--- src/common/oafe_pkg.sv ---
package oafe_pkg;

	// register byte addresses on the apb window
	localparam logic [11:0] ADDR_SWITCH_MODE = 12'h000;
	localparam logic [11:0] ADDR_FIRST_GAIN  = 12'h004;
	localparam logic [11:0] ADDR_SECOND_GAIN = 12'h008;
	localparam logic [11:0] ADDR_AMP0_CTRL   = 12'h00c;
	localparam logic [11:0] ADDR_AMP1_CTRL   = 12'h010;
	localparam logic [11:0] ADDR_AMP0_TRIM   = 12'h014;
	localparam logic [11:0] ADDR_AMP1_TRIM   = 12'h018;

	// writable masks per register
	localparam logic [7:0] MASK_SWITCH_MODE = 8'h7f;
	localparam logic [7:0] MASK_FIRST_GAIN  = 8'h3f;
	localparam logic [7:0] MASK_SECOND_GAIN = 8'hff;
	localparam logic [7:0] MASK_AMP_CTRL    = 8'h43;
	localparam logic [7:0] MASK_AMP_TRIM    = 8'hff;

	// reset values
	localparam logic [7:0] RST_SWITCH_MODE = 8'h00;
	localparam logic [7:0] RST_FIRST_GAIN  = 8'h00;
	localparam logic [7:0] RST_SECOND_GAIN = 8'h00;
	localparam logic [7:0] RST_AMP_CTRL    = 8'h00;
	localparam logic [7:0] RST_AMP_TRIM    = 8'h20;

	// field positions
	localparam int COUPLING_LSB   = 5;
	localparam int SWITCH_BITS    = 5;
	localparam int CODE_BITS      = 6;
	localparam int THIRD_RES_LSB  = 6;
	localparam int AMP_ENABLE_BIT = 6;
	localparam int AMP_STATUS_BIT = 5;
	localparam int CAL_MODE_BIT   = 7;
	localparam int CAL_REF_BIT    = 6;
	localparam int CPL_BITS       = 2;
	localparam int THIRD_RES_BITS = 2;
	localparam int BW_LSB         = 0;
	localparam int BW_BITS        = 2;

	// coupling mode encodings
	typedef enum logic [1:0] {
		OAFE_CPL_EXT0 = 2'h0,
		OAFE_CPL_AC   = 2'h1,
		OAFE_CPL_EXT1 = 2'h2,
		OAFE_CPL_DC   = 2'h3
	} oafe_coupling_t;

endpackage

--- src/hdl/oafe_regs.sv ---
`timescale 1ns/1ps
module oafe_regs #(
	parameter int ADDR_W = 12
) (
	input  wire logic              i_clk,          // system clock, 100 MHz
	input  wire logic              i_rst_n,        // sync reset, active low
	input  wire logic              i_psel,         // apb select
	input  wire logic              i_penable,      // apb access phase
	input  wire logic              i_pwrite,       // apb direction
	input  wire logic [ADDR_W-1:0] i_paddr,        // apb byte address
	input  wire logic [31:0]       i_pwdata,       // apb write data
	input  wire logic [3:0]        i_pstrb,        // apb byte strobes
	input  wire logic [1:0]        i_amp_out,      // raw amplifier outputs
	output logic      [31:0]       o_prdata,       // apb read data
	output logic                   o_pready,       // apb ready
	output logic                   o_pslverr,      // apb error, unmapped
	output logic      [4:0]        o_switch_close, // switch bits four..zero
	output logic                   o_ac_sw_close,  // both ac coupling switches
	output logic                   o_dc_sw_close,  // both bias switches
	output logic                   o_ext_mode,     // external coupling mode
	output logic      [5:0]        o_first_res,    // first resistor code
	output logic      [5:0]        o_second_res,   // second resistor code
	output logic      [1:0]        o_third_res,    // third resistor code
	output logic      [1:0]        o_amp_enable,   // per amplifier enable
	output logic      [3:0]        o_amp_bw,       // bandwidth, amp1 high
	output logic      [1:0]        o_cal_mode,     // calibration mode
	output logic      [1:0]        o_cal_ref,      // calibration reference
	output logic      [11:0]       o_trim_code     // trim codes, amp1 high
);

	// the map ends at 0x018 and is decoded on twelve bits; widths below five lose registers and widths above twelve alias them
	if (ADDR_W < 5 || ADDR_W > 12) begin : g_bad_addr_w
		$error("oafe_regs: ADDR_W must lie between 5 and 12");
	end

	// register storage
	logic [7:0] sw_r, g0_r, g1_r, c0_r, c1_r, t0_r, t1_r;
	logic [7:0] sw_nxt, g0_nxt, g1_nxt, c0_nxt, c1_nxt, t0_nxt, t1_nxt;
	logic [1:0] amp_sync;
	logic [1:0] status_r;

	oafe_sync #(
		.WIDTH(2)
	) u_sync (
		.i_clk  (i_clk),
		.i_rst_n(i_rst_n),
		.i_async(i_amp_out),
		.o_sync (amp_sync)
	);

	// compare of the decoded address against one register offset
	function automatic logic addr_hit(input logic [11:0] a, input logic [11:0] base);
		addr_hit = (a == base);
	endfunction

	// apb decode; every access completes in its first access cycle
	wire        setup_ph = i_psel && !i_penable;
	wire        access   = i_psel && i_penable;
	wire        wr_low   = access && i_pwrite && i_pstrb[0];
	wire [11:0] addr     = 12'(i_paddr);
	wire        hit_sw   = addr_hit(addr, oafe_pkg::ADDR_SWITCH_MODE);
	wire        hit_g0   = addr_hit(addr, oafe_pkg::ADDR_FIRST_GAIN);
	wire        hit_g1   = addr_hit(addr, oafe_pkg::ADDR_SECOND_GAIN);
	wire        hit_c0   = addr_hit(addr, oafe_pkg::ADDR_AMP0_CTRL);
	wire        hit_c1   = addr_hit(addr, oafe_pkg::ADDR_AMP1_CTRL);
	wire        hit_t0   = addr_hit(addr, oafe_pkg::ADDR_AMP0_TRIM);
	wire        hit_t1   = addr_hit(addr, oafe_pkg::ADDR_AMP1_TRIM);
	wire        mapped   = hit_sw | hit_g0 | hit_g1 | hit_c0 | hit_c1 | hit_t0 | hit_t1;

	// masked merge so unimplemented bits never store a write
	function automatic logic [7:0] merge(input logic [7:0] old, input logic [7:0] wd,
	                                     input logic [7:0] mask, input logic en);
		merge = en ? (wd & mask) : old;
	endfunction

	assign sw_nxt = merge(sw_r, i_pwdata[7:0], oafe_pkg::MASK_SWITCH_MODE, wr_low && hit_sw);
	assign g0_nxt = merge(g0_r, i_pwdata[7:0], oafe_pkg::MASK_FIRST_GAIN, wr_low && hit_g0);
	assign g1_nxt = merge(g1_r, i_pwdata[7:0], oafe_pkg::MASK_SECOND_GAIN, wr_low && hit_g1);
	assign c0_nxt = merge(c0_r, i_pwdata[7:0], oafe_pkg::MASK_AMP_CTRL, wr_low && hit_c0);
	assign c1_nxt = merge(c1_r, i_pwdata[7:0], oafe_pkg::MASK_AMP_CTRL, wr_low && hit_c1);
	assign t0_nxt = merge(t0_r, i_pwdata[7:0], oafe_pkg::MASK_AMP_TRIM, wr_low && hit_t0);
	assign t1_nxt = merge(t1_r, i_pwdata[7:0], oafe_pkg::MASK_AMP_TRIM, wr_low && hit_t1);

	// switch and coupling register; a write lands at the access edge
	always_ff @(posedge i_clk) begin
		if (!i_rst_n) begin
			sw_r <= oafe_pkg::RST_SWITCH_MODE;
		end else begin
			sw_r <= sw_nxt;
		end
	end

	// first gain register
	always_ff @(posedge i_clk) begin
		if (!i_rst_n) begin
			g0_r <= oafe_pkg::RST_FIRST_GAIN;
		end else begin
			g0_r <= g0_nxt;
		end
	end

	// second gain register
	always_ff @(posedge i_clk) begin
		if (!i_rst_n) begin
			g1_r <= oafe_pkg::RST_SECOND_GAIN;
		end else begin
			g1_r <= g1_nxt;
		end
	end

	// amplifier zero control; the status bit is never stored here
	always_ff @(posedge i_clk) begin
		if (!i_rst_n) begin
			c0_r <= oafe_pkg::RST_AMP_CTRL;
		end else begin
			c0_r <= c0_nxt;
		end
	end

	// amplifier one control
	always_ff @(posedge i_clk) begin
		if (!i_rst_n) begin
			c1_r <= oafe_pkg::RST_AMP_CTRL;
		end else begin
			c1_r <= c1_nxt;
		end
	end

	// amplifier zero trim; resets to mid-scale so an uncalibrated part starts centred
	always_ff @(posedge i_clk) begin
		if (!i_rst_n) begin
			t0_r <= oafe_pkg::RST_AMP_TRIM;
		end else begin
			t0_r <= t0_nxt;
		end
	end

	// amplifier one trim
	always_ff @(posedge i_clk) begin
		if (!i_rst_n) begin
			t1_r <= oafe_pkg::RST_AMP_TRIM;
		end else begin
			t1_r <= t1_nxt;
		end
	end

	// status bit follows the amplifier only in calibration mode
	wire [1:0] cal_now = {t1_r[oafe_pkg::CAL_MODE_BIT], t0_r[oafe_pkg::CAL_MODE_BIT]};
	wire [1:0] status_nxt = amp_sync & cal_now;

	always_ff @(posedge i_clk) begin
		if (!i_rst_n) status_r <= 2'h0;
		else          status_r <= status_nxt;
	end

	// control registers with the read-only status bit inserted
	function automatic logic [7:0] ctrl_view(input logic [7:0] ctrl, input logic st);
		logic [7:0] v;
		v = ctrl & oafe_pkg::MASK_AMP_CTRL;
		v[oafe_pkg::AMP_STATUS_BIT] = st;
		ctrl_view = v;
	endfunction

	// read mux; reserved bits and unmapped addresses read as zero
	// status is gated again by the live mode bit, else a back-to-back read could see a stale one
	wire [7:0] rd_byte =
		hit_sw ? sw_r :
		hit_g0 ? g0_r :
		hit_g1 ? g1_r :
		hit_c0 ? ctrl_view(c0_r, status_r[0] && cal_now[0]) :
		hit_c1 ? ctrl_view(c1_r, status_r[1] && cal_now[1]) :
		hit_t0 ? t0_r :
		hit_t1 ? t1_r : 8'h00;

	// apb answer; the setup edge registers it so that it stands in the first access cycle
	wire        ready_nxt = setup_ph;
	wire        err_nxt   = setup_ph && !mapped;
	wire [31:0] rdata_nxt = (setup_ph && !i_pwrite) ? 32'(rd_byte) : 32'h0000_0000;

	// ready pulse; a master that keeps penable high gets no second one
	always_ff @(posedge i_clk) begin
		if (!i_rst_n) begin
			o_pready <= 1'b0;
		end else begin
			o_pready <= ready_nxt;
		end
	end

	// error pulse beside ready for unmapped addresses
	always_ff @(posedge i_clk) begin
		if (!i_rst_n) begin
			o_pslverr <= 1'b0;
		end else begin
			o_pslverr <= err_nxt;
		end
	end

	// read data stands only with ready, zero otherwise so old bytes never linger on the bus
	always_ff @(posedge i_clk) begin
		if (!i_rst_n) begin
			o_prdata <= 32'h0000_0000;
		end else begin
			o_prdata <= rdata_nxt;
		end
	end

	// coupling decode {ac, dc, ext}, shared by the stored value and the reset value of the pins
	function automatic logic [2:0] cpl_decode(input logic [7:0] sw);
		logic [1:0] fld;
		fld = sw[oafe_pkg::COUPLING_LSB +: oafe_pkg::CPL_BITS];
		cpl_decode[2] = (fld == oafe_pkg::OAFE_CPL_AC);
		cpl_decode[1] = (fld == oafe_pkg::OAFE_CPL_DC);
		cpl_decode[0] = !cpl_decode[2] && !cpl_decode[1];
	endfunction

	// pin values during reset, taken from the register reset values so the two never disagree
	localparam logic [2:0]  CPL_RST        = cpl_decode(oafe_pkg::RST_SWITCH_MODE);
	localparam logic [4:0]  SW_PINS_RST    = oafe_pkg::RST_SWITCH_MODE[oafe_pkg::SWITCH_BITS-1:0];
	localparam logic [5:0]  FIRST_RES_RST  = oafe_pkg::RST_FIRST_GAIN[oafe_pkg::CODE_BITS-1:0];
	localparam logic [5:0]  SECOND_RES_RST = oafe_pkg::RST_SECOND_GAIN[oafe_pkg::CODE_BITS-1:0];
	localparam logic [1:0]  THIRD_RES_RST  =
		oafe_pkg::RST_SECOND_GAIN[oafe_pkg::THIRD_RES_LSB +: oafe_pkg::THIRD_RES_BITS];
	localparam logic [1:0]  AMP_EN_RST     = {2{oafe_pkg::RST_AMP_CTRL[oafe_pkg::AMP_ENABLE_BIT]}};
	localparam logic [3:0]  AMP_BW_RST     =
		{2{oafe_pkg::RST_AMP_CTRL[oafe_pkg::BW_LSB +: oafe_pkg::BW_BITS]}};
	localparam logic [1:0]  CAL_MODE_RST   = {2{oafe_pkg::RST_AMP_TRIM[oafe_pkg::CAL_MODE_BIT]}};
	localparam logic [1:0]  CAL_REF_RST    = {2{oafe_pkg::RST_AMP_TRIM[oafe_pkg::CAL_REF_BIT]}};
	localparam logic [11:0] TRIM_RST       = {2{oafe_pkg::RST_AMP_TRIM[oafe_pkg::CODE_BITS-1:0]}};

	// live field views, amplifier one in the high part
	wire [2:0]  cpl_now     = cpl_decode(sw_r);
	wire [1:0]  amp_en_now  = {c1_r[oafe_pkg::AMP_ENABLE_BIT], c0_r[oafe_pkg::AMP_ENABLE_BIT]};
	wire [3:0]  bw_now      = {c1_r[oafe_pkg::BW_LSB +: oafe_pkg::BW_BITS],
	                           c0_r[oafe_pkg::BW_LSB +: oafe_pkg::BW_BITS]};
	wire [1:0]  cal_ref_now = {t1_r[oafe_pkg::CAL_REF_BIT], t0_r[oafe_pkg::CAL_REF_BIT]};
	wire [11:0] trim_now    = {t1_r[oafe_pkg::CODE_BITS-1:0], t0_r[oafe_pkg::CODE_BITS-1:0]};

	// the analog pins follow the stored bits one edge after the write; each pin set has its own flops

	// switch bits four..zero; bit one passes as written, keeping it off in dc mode is software's duty
	always_ff @(posedge i_clk) begin
		if (!i_rst_n) begin
			o_switch_close <= SW_PINS_RST;
		end else begin
			o_switch_close <= sw_r[oafe_pkg::SWITCH_BITS-1:0];
		end
	end

	// coupling pins; exactly one of the three is high in every mode
	always_ff @(posedge i_clk) begin
		if (!i_rst_n) begin
			o_ac_sw_close <= CPL_RST[2];
			o_dc_sw_close <= CPL_RST[1];
			o_ext_mode    <= CPL_RST[0];
		end else begin
			o_ac_sw_close <= cpl_now[2];
			o_dc_sw_close <= cpl_now[1];
			o_ext_mode    <= cpl_now[0];
		end
	end

	// first feedback resistor code
	always_ff @(posedge i_clk) begin
		if (!i_rst_n) begin
			o_first_res <= FIRST_RES_RST;
		end else begin
			o_first_res <= g0_r[oafe_pkg::CODE_BITS-1:0];
		end
	end

	// second feedback resistor code
	always_ff @(posedge i_clk) begin
		if (!i_rst_n) begin
			o_second_res <= SECOND_RES_RST;
		end else begin
			o_second_res <= g1_r[oafe_pkg::CODE_BITS-1:0];
		end
	end

	// third resistor code from the top pair of the second gain register
	always_ff @(posedge i_clk) begin
		if (!i_rst_n) begin
			o_third_res <= THIRD_RES_RST;
		end else begin
			o_third_res <= g1_r[oafe_pkg::THIRD_RES_LSB +: oafe_pkg::THIRD_RES_BITS];
		end
	end

	// amplifier enables
	always_ff @(posedge i_clk) begin
		if (!i_rst_n) begin
			o_amp_enable <= AMP_EN_RST;
		end else begin
			o_amp_enable <= amp_en_now;
		end
	end

	// bandwidth codes
	always_ff @(posedge i_clk) begin
		if (!i_rst_n) begin
			o_amp_bw <= AMP_BW_RST;
		end else begin
			o_amp_bw <= bw_now;
		end
	end

	// normal or calibration operation per amplifier
	always_ff @(posedge i_clk) begin
		if (!i_rst_n) begin
			o_cal_mode <= CAL_MODE_RST;
		end else begin
			o_cal_mode <= cal_now;
		end
	end

	// calibration reference per amplifier
	always_ff @(posedge i_clk) begin
		if (!i_rst_n) begin
			o_cal_ref <= CAL_REF_RST;
		end else begin
			o_cal_ref <= cal_ref_now;
		end
	end

	// trim codes are driven raw; the bound search and the averaging are left to software
	always_ff @(posedge i_clk) begin
		if (!i_rst_n) begin
			o_trim_code <= TRIM_RST;
		end else begin
			o_trim_code <= trim_now;
		end
	end

endmodule

--- src/hdl/oafe_sync.sv ---
`timescale 1ns/1ps
// two-flop synchroniser for the analog comparator levels
module oafe_sync #(
	parameter int WIDTH = 2
) (
	input  wire logic             i_clk,   // system clock
	input  wire logic             i_rst_n, // sync reset, active low
	input  wire logic [WIDTH-1:0] i_async, // level from outside the domain
	output logic      [WIDTH-1:0] o_sync   // synchronised level
);

	// a zero-width synchroniser has nothing to carry
	if (WIDTH < 1) begin : g_bad_width
		$error("oafe_sync: WIDTH must be at least one");
	end

	logic [WIDTH-1:0] meta_r;

	// first stage is read only by the second stage
	always_ff @(posedge i_clk) begin
		if (!i_rst_n) begin
			meta_r <= '0;
			o_sync <= '0;
		end else begin
			meta_r <= i_async;
			o_sync <= meta_r;
		end
	end

endmodule

--- config.mk ---
export PLATFORM = sky130hd
export DESIGN_NAME = oafe_regs
export DESIGN_NICKNAME = d
export VERILOG_FILES = /design/src/common/oafe_pkg.sv /design/src/hdl/oafe_regs.sv /design/src/hdl/oafe_sync.sv
export SDC_FILE = /design/constraint.sdc
export NUM_CORES = 1
export LEC_CHECK = 0
export BUFFER_PORTS_ARGS = -buffer_cell sky130_fd_sc_hd__buf_2
export CELL_PAD_IN_SITES_DETAIL_PLACEMENT = 2
export CELL_PAD_IN_SITES_GLOBAL_PLACEMENT = 2
export CORE_UTILIZATION = 26
export DETAILED_ROUTE_END_ITERATION = 10
export GPL_TIMING_DRIVEN = 0
export PLACE_DENSITY = 0.71
export SLEW_MARGIN = 5
export SYNTH_ARGS = -nofsm -noshare
export SYNTH_HDL_FRONTEND = slang
export SYNTH_SLANG_ARGS = --single-unit
--- constraint.sdc ---
create_clock -name i_clk -period 1.9 [get_ports i_clk]
set_clock_uncertainty 0.15 [all_clocks]
set_input_delay 0.285 -clock i_clk [delete_from_list [all_inputs] [get_ports i_clk]]
set_output_delay 0.285 -clock i_clk [all_outputs]
set_load 0.005 [all_outputs]
==> metrics.yaml, run 1 <==
detailed_routing:
  vias: 3030
  drt-wirelength-per-cell_um: 16.5
  detail_route.vias_per_cell: 4.38
  final_wirelength_um: 11400
  number_of_nets_with_antenna_violations_after_routing: 0
  drt-initial-drc-count: 122
  first_pass_iters: 4
  drc: 0
job:
  maxCapViolCount: 0
worst_setup_path:
  crit_path_end_kind: "register"
  crit_path_cell_trace: "buf_6, or4_4, or4b_4, buf_6, nor2_4, mux2i_1"
  critical_path.startpoint_type: "input port"
  worst_ep_required_time_ns: 2.03
  worst-setup-path-type: "input port to register"
  reg2reg_depth: 4
  slowest_stage: "or4_4"
  cp_slowest_stage_delay_ns: 0.63
  critical_path.max_fanout: 8
  arrival_ns: 2.01
  crit-reg2reg-capture: "o_prdata[5]$_SDFF_PN0_"
  setup.reg_to_reg.worst_slack_ns: 0.49
  cp_common_cell: "buf_6"
  crit-reg2reg-launch: "t0_r[7]$_SDFFE_PN0P_"
yosys:
  synth.distinct_cells: 39
  synth_mux_area_share_pct: 13.0
  synth_seq_cells: 103
  synth-simple-area-share_pct: 15.5
  synth_warnings: 0
  netlist_area_mm2: 0.00379
  syn_avg_cell_area_um2: 9.76
  yosysSeqAreaShare_pct: 54.4
  syn-instance-count: 388
  xor_xnor_portion_of_the_synthesized_cell_area_pct: 0
  synth_top_family_by_area: "simple AND/OR/NAND/NOR gates"
  synthAdderAreaFrac_pct: 0
  synth_compound_gate_area_share_pct: 5.65
global_route:
  antenna_found_initial: 0
  grt_usage_pct: 16.0
  grt_max_degree: 15
  wire_length_of_the_first_global_routing_pass_um: 17500
  vias_in_the_first_global_route: 3204
  grt_overflow_total: 0
die:
  core_area_mm2: 0.0140
  floorplan.die_area_mm2: 0.0151
  placement_rows: 43
  die_w_um: 123
  start_util_pct: 27.0
  ios: 133
  die_height_um: 123
final_layout:
  post_route_cells_drive_above_1_share_pct: 28.4
  syn2layout_area_growth_pct: 29.7
  most_frequent_standard_cell_in_the_layout_excluding_fill_and_tap_cells: "dfxtp_1"
  layout.cells.most_common_list: "dfxtp_1, buf_2, nand2_1, mux2i_1, inv_1"
  antenna_diodes: 0
  finish.cell_count_without_fillers: 691
  layout.nets: 562
  filler_cell_count: 1562
timing:
  holdWs_ns: 0.0956
  final.period_utilization_pct: 98.7
  finalMaxSlewViolations: 0
  final.setup.worst_slack_ns: 0.0244
  post_route_minimum_period_ns: 1.88
  tightestPinTransition_ns: 0.694
  fin_tns_setup_ns: 0
  slew_headroom_pct: 53.7
  finalHoldViolCount: 0
  max_freq_mhz: 533
  finalSetupViolCount: 0
  rsz0062_at_grt: "yes"
worst_hold_path:
  min_path_cells: 3
  timing.hold.worst.class: "input port to register"
  min_to: "t0_r[5]$_SDFFE_PN1P_"
  holdCritStartpoint: "i_pwdata[5]"
cts:
  cts.root.buffer_cell: "clkbuf_16"
  clkSinkCount: 103
  path_clk_slew_ns: 0.07
  cts_inserted_buffers: 9
  cts_tree: "done"
  worstSkewPairLatency_ns: 0.35
  max-clock-path-buffers: 2
  htreeDepth: 3
placed_design:
  place.gp.congestion: 0.755
  setup_slack_at_placement_ns: -0.594
  dp.final_hpwl_um: 8190
  io_buffers: 80
  dp_cells: 671
outcome:
  outcome: "completed"
pwr:
  report.power.total_mw: 4.16
  power_leakage_nw: 2.59
  worst_ir_drop_vdd_v: 0.000358
  pd_cells_mw_per_mm2: 846
## critical path: cells and delay by family
kind	cells	cell delay, ns
AND/OR/NAND/NOR	3	1.29
buffers and inverters	2	0.25
multiplexers	1	0.19
## power breakdown
| group | switching [mW] | leakage (nW) | internal, mW | total [mW] |
|---|---|---|---|---|
| clock | 0.782 | 0.136 | 0.992 | 1.77 |
| sequential | 0.00140 | 0.831 | 2.16 | 2.17 |
| combinational | 0.131 | 1.62 | 0.0886 | 0.219 |
| total | 0.914 | 2.59 | 3.24 | 4.16 |
## metrics by stage
step / instance area, µm² / util, %
CTS: 4880 / 34.7
finish: 4910 / 35.0
floorplan: 3890 / -
detailed placement: 4510 / 32.1
global placement: 4510 / 32.1
global route: 4910 / 35.0
## state kept, by name (all words and copies together) (netlist names), 2 cells and up
signal / flops
o_trim_code: 12
g1_r: 8
o_prdata: 8
t0_r: 8
t1_r: 8
sw_r: 7
g0_r: 6
o_first_res: 6
o_second_res: 6
o_switch_close: 5
o_amp_bw: 4
c0_r: 3
c1_r: 3
o_amp_enable: 2
o_cal_mode: 2
o_cal_ref: 2
o_third_res: 2
status_r: 2
u_sync.meta_r: 2
u_sync.o_sync: 2
## layout make-up
type,count,area [µm²],area share [%]
plain buffers,40,267,5.43
clock buffers,15,278,5.65
inverters,42,158,3.21
multi-input cells,222,1450,29.4
flip-flops and latches,103,2060,42.0
well taps,180,225,4.58
repair buffers,89,477,9.70
## cell usage after synthesis
cell | count | area (µm²)
nor3b_1 | 1 | 7.51
and3_1 | 5 | 31.3
o211ai_1 | 2 | 15.0
dfxtp_1 | 103 | 2060
nand2b_1 | 1 | 6.26
buf_6 | 1 | 11.3
nor2_1 | 13 | 48.8
and4_1 | 2 | 17.5
a21o_1 | 5 | 37.5
nor4_1 | 3 | 18.8
conb_1 | 1 | 3.75
a21oi_1 | 3 | 15.0
nand2_1 | 55 | 206
a31oi_1 | 5 | 31.3
or2_2 | 1 | 6.26
o21ai_0 | 8 | 40.0
nor3_2 | 1 | 10.0
or3_1 | 2 | 12.5
a211oi_1 | 3 | 22.5
buf_4 | 26 | 195
or4_4 | 1 | 11.3
o2bb2ai_1 | 2 | 17.5
nor3_1 | 8 | 40.0
buf_2 | 1 | 5.00
and2_1 | 9 | 56.3
nand4_1 | 1 | 6.26
or4b_1 | 2 | 20.0
nand3b_1 | 1 | 7.51
inv_1 | 42 | 158
nand3_1 | 4 | 20.0
buf_1 | 1 | 3.75
clkbuf_1 | 15 | 56.3
nor2_4 | 1 | 11.3
nor4_2 | 1 | 12.5
a221oi_1 | 4 | 35.0
nand4_2 | 1 | 12.5
mux2i_1 | 48 | 480
mux2_2 | 1 | 11.3
nor2b_1 | 4 | 25.0
## repair_timing
action / 4_1_cts / 5_1_grt
setup endpoints to repair: 44 / 24
resized for setup: 11 / 12
hold buffers: 2 / 0
setup buffers: 4 / 2
hold endpoints to repair: 2 / 0
pin swaps: 3 / 2
gates cloned: 0 / 1
## logic make-up (layout without fill, tap and decap cells)
group | count (synthesis) | count (layout)
compound gates | 32 | 32
buf+inv | 86 | 186
flops | 103 | 103
mux | 49 | 49
other cells | 1 | 24
simple gates | 117 | 117
## layer usage
layer  up-vias  track usage, %  wire [µm]
li1       1453               -          -
met3        17            3.95        492
met2        77            27.9       5730
met1      1483            19.0       5010
met4         0            5.41        164
met5         -               0          0
## worst max-delay path by stage
stage                      from                     end  slack [ns]
finish              i_paddr[11]    sw_r[5]$_SDFFE_PN0P_        0.02
global route        i_paddr[11]    sw_r[5]$_SDFFE_PN0P_       -0.04
CTS                 i_paddr[11]    c1_r[6]$_SDFFE_PN0P_       0.003
detailed placement   i_paddr[2]    g1_r[7]$_SDFFE_PN0P_       -0.59
global placement    i_paddr[11]  o_prdata[4]$_SDFF_PN0_       -0.59
floorplan           i_paddr[11]    sw_r[6]$_SDFFE_PN0P_       -0.15
Note: power is estimated with default switching activity, not from simulation.
==> run 2, diff against run 1 <==
--- a/config.mk
+++ b/config.mk
@@ -10,7 +10,6 @@
 export CELL_PAD_IN_SITES_GLOBAL_PLACEMENT = 2
 export CORE_UTILIZATION = 26
 export DETAILED_ROUTE_END_ITERATION = 10
-export GPL_TIMING_DRIVEN = 0
 export PLACE_DENSITY = 0.71
 export SLEW_MARGIN = 5
 export SYNTH_ARGS = -nofsm -noshare
==> run 2 against run 1 <==
  * Clock-buffer cell count fell by 2
  * Utilization up 0.12 points
  * Total power is 0.12% higher
  * Register-to-register slack lost 0.05 ns
  * Critical path type unchanged
  * Non-clock buffer count is 4 lower
  * Final area is 0.33% higher
  * Via count decreased by 2.2%
  * Die area did not move
  * Largest power group unchanged
==> metrics.yaml, run 2 (synthesis results as in run 1) <==
outcome:
  outcome: "completed"  # unchanged
worst_setup_path:
  crit-reg2reg-launch: "c1_r[1]$_SDFFE_PN0P_"  # was t0_r[7]$_SDFFE_PN0P_
  cp_buf_inv_count: 2  # unchanged
  crit_path_cell_trace: "buf_2, or4_4, or4b_4, buf_4, o21ai_0, a31oi_1"  # was buf_6, or4_4, or4b_4, buf_6, nor2_4, mux2i_1
  cp_slowest_stage_delay_ns: 0.62  # was 0.63 ns
  critical_path.max_fanout: 8  # unchanged
  worst-setup-path-type: "input port to register"  # unchanged
  crit_path_end_kind: "register"  # unchanged
  arrival_ns: 1.96  # was 2.01 ns
  worst_path_dominant_cell_family: "simple AND/OR/NAND/NOR gates"  # unchanged
  crit-reg2reg-capture: "o_prdata[1]$_SDFF_PN0_"  # was o_prdata[5]$_SDFF_PN0_
  worst_ep_required_time_ns: 1.98  # was 2.03 ns
  setup.reg_to_reg.worst_slack_ns: 0.44  # was 0.49 ns
  slowest_stage: "or4_4"  # unchanged
  reg2reg_depth: 4  # unchanged
  critical_path.startpoint_type: "input port"  # unchanged
die:
  placement_rows: 43  # unchanged
  floorplan.die_area_mm2: 0.0151  # unchanged
  core_area_mm2: 0.0140  # unchanged
  die_w_um: 123  # unchanged
  ios: 133  # unchanged
  die_height_um: 123  # unchanged
  start_util_pct: 27.0  # unchanged
detailed_routing:
  first_pass_iters: 4  # unchanged
  drt-wirelength-per-cell_um: 15.8  # was 16.5 µm
  drc: 0  # unchanged
  drt-initial-drc-count: 98  # was 122
  final_wirelength_um: 10800  # was 11400 µm
  number_of_nets_with_antenna_violations_after_routing: 0  # unchanged
  vias: 2962  # was 3030
  detail_route.vias_per_cell: 4.31  # was 4.38
cts:
  cts.root.buffer_cell: "clkbuf_16"  # unchanged
  htreeDepth: 3  # unchanged
  clkSinkCount: 103  # unchanged
  worstSkewPairLatency_ns: 0.35  # about the same
  cts_inserted_buffers: 9  # unchanged
  post-cts-setup-buffers: 0  # was 4
  cts_tree: "done"  # unchanged
  path_clk_slew_ns: 0.07  # about the same
  max-clock-path-buffers: 2  # unchanged
timing:
  finalSetupViolCount: 0  # unchanged
  finalHoldViolCount: 0  # unchanged
  max_freq_mhz: 533  # about the same
  final.period_utilization_pct: 98.7  # about the same
  final.setup.worst_slack_ns: 0.0244  # about the same
  post_route_minimum_period_ns: 1.88  # about the same
  finalMaxSlewViolations: 0  # unchanged
final_layout:
  most_frequent_standard_cell_in_the_layout_excluding_fill_and_tap_cells: "dfxtp_1"  # unchanged
  multi_input_area_mm2: 0.00142  # was 0.00145 mm²
  syn2layout_area_growth_pct: 30.1  # was 29.7%
  max_ffs_per_register: 12  # unchanged
  post_route_cells_drive_above_1_share_pct: 29.3  # was 28.4%
  registers.top_by_ff_count: "o_trim_code"  # unchanged
  filler_cell_count: 1567  # was 1562
  layout.nets: 558  # was 562
  layout.area.seq_mm2: 0.00206  # unchanged
  layout.cells.most_common_list: "dfxtp_1, buf_2, nand2_1, mux2i_1, inv_1"  # unchanged
  antenna_diodes: 0  # unchanged
  final_design_area_no_fill_mm2: 0.00493  # was 0.00491 mm²
pwr:
  worst_ir_drop_vdd_v: 0.000417  # was 0.000358 V
  power_leakage_nw: 2.59  # about the same
  sequentialPowerShare_pct: 52.0  # was 52.1%
  p_sw_mw: 0.902  # was 0.914 mW
  power.combinational.fraction_pct: 4.6  # was 5.3%
  share_of_total_power_in_the_clock_network_pct: 43.3  # was 42.7%
  pd_cells_mw_per_mm2: 845  # was 846 mW/mm²
  power.switching_fraction_pct: 21.7  # was 22.0%
  cellInternalPower_mw: 3.26  # was 3.24 mW
global_route:
  grt.met1_usage_pct: 17.3  # was 19.0%
  gr_layer_usage_met2_pct: 26.7  # was 27.9%
  grt_overflow_total: 0  # unchanged
  grt_max_degree: 30  # was 15
  grt_most_used_layer: "met2"  # unchanged
  gr-usage-met3_pct: 3.76  # was 3.95%
  vias_in_the_first_global_route: 3186  # was 3204
  wire_length_of_the_first_global_routing_pass_um: 16800  # was 17500 µm
  grt_usage_pct: 15.3  # was 16.0%
  antenna_found_initial: 0  # unchanged
job:
  maxCapViolCount: 0  # unchanged
worst_hold_path:
  min_path_cells: 3  # unchanged
  min_to: "t1_r[5]$_SDFFE_PN1P_"  # was t0_r[5]$_SDFFE_PN1P_
  timing.hold.worst.class: "input port to register"  # unchanged
  holdCritStartpoint: "i_pwdata[5]"  # unchanged
placed_design:
  detailed_place.area_mm2: 0.00458  # was 0.00451 mm²
  place.gp.congestion: 0.811  # was 0.755
  dp.final_hpwl_um: 8380  # was 8190 µm
  setup_slack_at_placement_ns: -0.435  # was -0.594 ns
  io_buffers: 81  # was 80
==> run 2: cell types whose count changed in the layout (fill, tap and decap cells not counted), sizes merged <==
cell / change
clkinv: +3
buf: +7
clkbuf: -13
==> run 2: worst max path at each step <==
stage,cells after the start,to,slack [ns],start
after floorplan,6,sw_r[6]$_SDFFE_PN0P_,-0.15,i_paddr[11]
after global placement,6,t1_r[7]$_SDFFE_PN0P_,-0.30,i_paddr[1]
final,6,o_prdata[4]$_SDFF_PN0_,0.02,i_paddr[11]
after global routing,7,o_prdata[7]$_SDFF_PP0_,-0.04,i_paddr[11]
after detailed placement,6,t1_r[4]$_SDFFE_PN0P_,-0.43,i_paddr[1]
after CTS,6,g0_r[0]$_SDFFE_PN0P_,0.02,i_paddr[11]
==> run 2: routing by layer <==
layer | wire length [µm] | part of all wire (%) | up-vias
li1 | - | - | 1451
met1 | 4630 | 43 | 1425
met2 | 5510 | 51 | 70
met3 | 433 | 4.0 | 16
met4 | 259 | 2.4 | 0
met5 | 0 | 0 | -
==> run 2: stage by stage <==
| stage | hold slack (ns) | std cells | util (%) | setup TNS, ns | total power [mW] |
|---|---|---|---|---|---|
| 2_1_floorplan | 0.255 | 411 | - | -3.07 | 2.34 |
| 3_3_place_gp | 0.270 | 670 | 32.6 | -10.36 | 2.39 |
| 3_5_place_dp | 0.276 | 670 | 32.6 | -13.88 | 2.40 |
| 4_1_cts | 0.0799 | 688 | 34.9 | 0 | 4.24 |
| 5_1_grt | 0.0911 | 688 | 35.1 | -0.0381 | 4.34 |
| 6_report | 0.0822 | 688 | 35.1 | 0 | 4.16 |
==> run 2: cell type report <==
type / instances / share of cell area, %
Timing Repair Buffer: 125 / 15.5
Clock buffer: 13 / 5.69
Multi-Input combinational cell: 222 / 28.9
Sequential cell: 103 / 41.8
Clock inverter: 3 / 0.305
Inverter: 42 / 3.20
Tap cell: 180 / 4.57
==> run 2: tightest hold or removal path: stages <==
cell     delay (ns)
buf_2          0.09
nor2b_1        0.05
mux2i_1        0.11
==> run 2: repair_timing <==
| item | CTS | global route |
|---|---|---|
| resized for setup | 1 | 5 |
| endpoints found under the setup margin | 8 | 10 |
| hold buffers | 2 | 0 |
| endpoints found under the hold margin | 2 | 0 |
| gates cloned | 0 | 0 |
==> run 2: power groups by stage <==
stage / Combinational, mW / Clock, mW / Sequential [mW]
after CTS: 0.192 / 1.89 / 2.16
after floorplan: 0.125 / 0 / 2.21
after detailed placement: 0.187 / 0 / 2.21
after global placement: 0.180 / 0 / 2.21
final: 0.193 / 1.80 / 2.17
after global routing: 0.213 / 1.96 / 2.16
==> run 3, diff against run 2 <==
--- a/config.mk
+++ b/config.mk
@@ -10,6 +10,7 @@
 export CELL_PAD_IN_SITES_GLOBAL_PLACEMENT = 2
 export CORE_UTILIZATION = 26
 export DETAILED_ROUTE_END_ITERATION = 10
+export HOLD_SLACK_MARGIN = 0.15
 export PLACE_DENSITY = 0.71
 export SLEW_MARGIN = 5
 export SYNTH_ARGS = -nofsm -noshare
==> run 3 against run 2 <==
  * Fmax hardly changed
  * Register-to-register slack about the same
  * Total power about the same
  * Highest routed layer unchanged
  * Final area increased by 0.41%
==> metrics.yaml, run 3 (synthesis results as in run 1) <==
worst_setup_path:
  crit_path_end_kind: "register"  # unchanged
  crit-reg2reg-launch: "c1_r[1]$_SDFFE_PN0P_"  # unchanged
  worst_ep_required_time_ns: 1.98  # about the same
  worst-setup-path-type: "input port to register"  # unchanged
  critical_path.max_fanout: 8  # unchanged
  arrival_ns: 1.96  # about the same
  crit_path_cell_trace: "buf_2, or4_4, or4b_4, buf_4, o21ai_0, a31oi_1"  # unchanged
  cp_slowest_stage_delay_ns: 0.62  # about the same
  critical_path.startpoint_type: "input port"  # unchanged
  slowest_stage: "or4_4"  # unchanged
  reg2reg_depth: 4  # unchanged
  crit-reg2reg-capture: "o_prdata[1]$_SDFF_PN0_"  # unchanged
  setup.reg_to_reg.worst_slack_ns: 0.44  # about the same
die:
  ios: 133  # unchanged
  die_height_um: 123  # unchanged
  placement_rows: 43  # unchanged
  die_w_um: 123  # unchanged
  start_util_pct: 27.0  # unchanged
  core_area_mm2: 0.0140  # unchanged
  floorplan.die_area_mm2: 0.0151  # unchanged
final_layout:
  antenna_diodes: 0  # unchanged
  finish.cell_count_without_fillers: 690  # was 688
  filler_cell_count: 1566  # was 1567
  most_frequent_standard_cell_in_the_layout_excluding_fill_and_tap_cells: "dfxtp_1"  # unchanged
  max_ffs_per_register: 12  # unchanged
  layout.nets: 560  # was 558
  post_route_cells_drive_above_1_share_pct: 29.2  # was 29.3%
  registers.top_by_ff_count: "o_trim_code"  # unchanged
  syn2layout_area_growth_pct: 30.6  # was 30.1%
  layout.cells.most_common_list: "dfxtp_1, buf_2, nand2_1, mux2i_1, inv_1"  # unchanged
worst_hold_path:
  min_to: "g0_r[2]$_SDFFE_PN0P_"  # was t1_r[5]$_SDFFE_PN1P_
  timing.hold.worst.class: "input port to register"  # unchanged
  holdCritStartpoint: "i_pwdata[2]"  # was i_pwdata[5]
  min_path_cells: 3  # unchanged
placed_design:
  io_buffers: 81  # unchanged
  dp.final_hpwl_um: 8380  # unchanged
  place.gp.congestion: 0.811  # unchanged
  dp_cells: 670  # unchanged
pwr:
  cellInternalPower_mw: 3.26  # about the same
  power_leakage_nw: 2.60  # was 2.59 nW
  power.switching_fraction_pct: 21.7  # about the same
  pd_cells_mw_per_mm2: 842  # was 845 mW/mm²
  share_of_total_power_in_the_clock_network_pct: 43.3  # about the same
  sequentialPowerShare_pct: 52.0  # about the same
  p_sw_mw: 0.902  # about the same
  power.combinational.fraction_pct: 4.7  # was 4.6%
  worst_ir_drop_vdd_v: 0.000415  # was 0.000417 V
timing:
  finalMaxSlewViolations: 0  # unchanged
  finalHoldViolCount: 0  # unchanged
  holdWs_ns: 0.157  # was 0.0822 ns
  finalSetupViolCount: 0  # unchanged
  max_freq_mhz: 533  # about the same
  final.period_utilization_pct: 98.8  # was 98.7%
  post_route_minimum_period_ns: 1.88  # about the same
job:
  maxCapViolCount: 0  # unchanged
detailed_routing:
  drt-initial-drc-count: 88  # was 98
  final_wirelength_um: 10900  # was 10800 µm
  first_pass_iters: 4  # unchanged
  drc: 0  # unchanged
  drt-wirelength-per-cell_um: 15.8  # about the same
  vias: 2972  # was 2962
  detail_route.vias_per_cell: 4.31  # about the same
  number_of_nets_with_antenna_violations_after_routing: 0  # unchanged
cts:
  cts_tree: "done"  # unchanged
  post-cts-setup-buffers: 0  # unchanged
  worstSkewPairLatency_ns: 0.35  # about the same
  cts.root.buffer_cell: "clkbuf_16"  # unchanged
  max-clock-path-buffers: 2  # unchanged
  htreeDepth: 3  # unchanged
  cts_inserted_buffers: 9  # unchanged
  path_clk_slew_ns: 0.07  # about the same
  clkSinkCount: 103  # unchanged
outcome:
  outcome: "completed"  # unchanged
global_route:
  antenna_found_initial: 0  # unchanged
  wire_length_of_the_first_global_routing_pass_um: 16800  # about the same
  grt_overflow_total: 0  # unchanged
  grt_max_degree: 30  # unchanged
  vias_in_the_first_global_route: 3201  # was 3186
  grt_usage_pct: 15.3  # about the same
[run 3: cell types whose count changed in the layout (fill, tap and decap cells not counted)]
cell | before | now
dlygate4sd3_1 | 2 | 4
[run 3: through the flow]
step                      setup TNS, ns  utilization, %  total power, mW  instance area, µm²  setup WS [ns]
after floorplan                   -3.07               -             2.34                3890         -0.148
after global placement           -10.36            32.6             2.39                4580         -0.299
after detailed placement         -13.88            32.6             2.40                4580         -0.435
after CTS                             0            35.1             4.25                4920         0.0228
after global routing            -0.0381            35.2             4.34                4950        -0.0381
final                                 0            35.2             4.17                4950         0.0235
[run 3: worst max-delay path by stage]
stage	from	end	slack (ns)	cells after the start
floorplan	i_paddr[11]	sw_r[6]$_SDFFE_PN0P_	-0.15	6
global placement	i_paddr[1]	t1_r[7]$_SDFFE_PN0P_	-0.30	6
detailed placement	i_paddr[1]	t1_r[4]$_SDFFE_PN0P_	-0.43	6
CTS	i_paddr[11]	g0_r[0]$_SDFFE_PN0P_	0.02	6
global route	i_paddr[11]	o_prdata[7]$_SDFF_PP0_	-0.04	7
finish	i_paddr[11]	o_prdata[4]$_SDFF_PN0_	0.02	6
[run 3: layout make-up]
type / count / area (µm²) / area share [%]
Clock buffer: 13 / 280 / 5.66
Multi-Input combinational cell: 222 / 1420 / 28.7
Timing Repair Buffer: 127 / 786 / 15.9
Tap cell: 180 / 225 / 4.55
Sequential cell: 103 / 2060 / 41.7
Inverter: 42 / 158 / 3.19
Clock inverter: 3 / 15.0 / 0.303
[run 3: routing by layer]
layer / GRT usage (%) / share of wire (%) / vias to the layer above
li1: - / - / 1455
met1: 17.4 / 43 / 1431
met2: 26.8 / 51 / 70
met3: 3.72 / 3.9 / 16
met4: 7.55 / 2.4 / 0
met5: 0 / 0 / -
[run 3: timing repair]
action / CTS / global route
endpoints found under the hold margin: 10 / 0
hold buffers: 4 / 0
setup endpoints to repair: 8 / 10
gates resized for setup: 1 / 5
[run 3: power by group through the flow]
| stage | Sequential [mW] | Clock [mW] | Combinational [mW] |
|---|---|---|---|
| detailed placement | 2.21 | 0 | 0.187 |
| CTS | 2.16 | 1.89 | 0.195 |
| global placement | 2.21 | 0 | 0.180 |
| finish | 2.17 | 1.80 | 0.197 |
| floorplan | 2.21 | 0 | 0.125 |
| global route | 2.16 | 1.96 | 0.216 |
[run 3: critical path: cells and delay by family]
| kind | cells | cell delay [ns] |
|---|---|---|
| AO/OA/AOI/OAI | 2 | 0.25 |
| buffers and inverters | 2 | 0.28 |
| AND/OR/NAND/NOR | 2 | 1.14 |
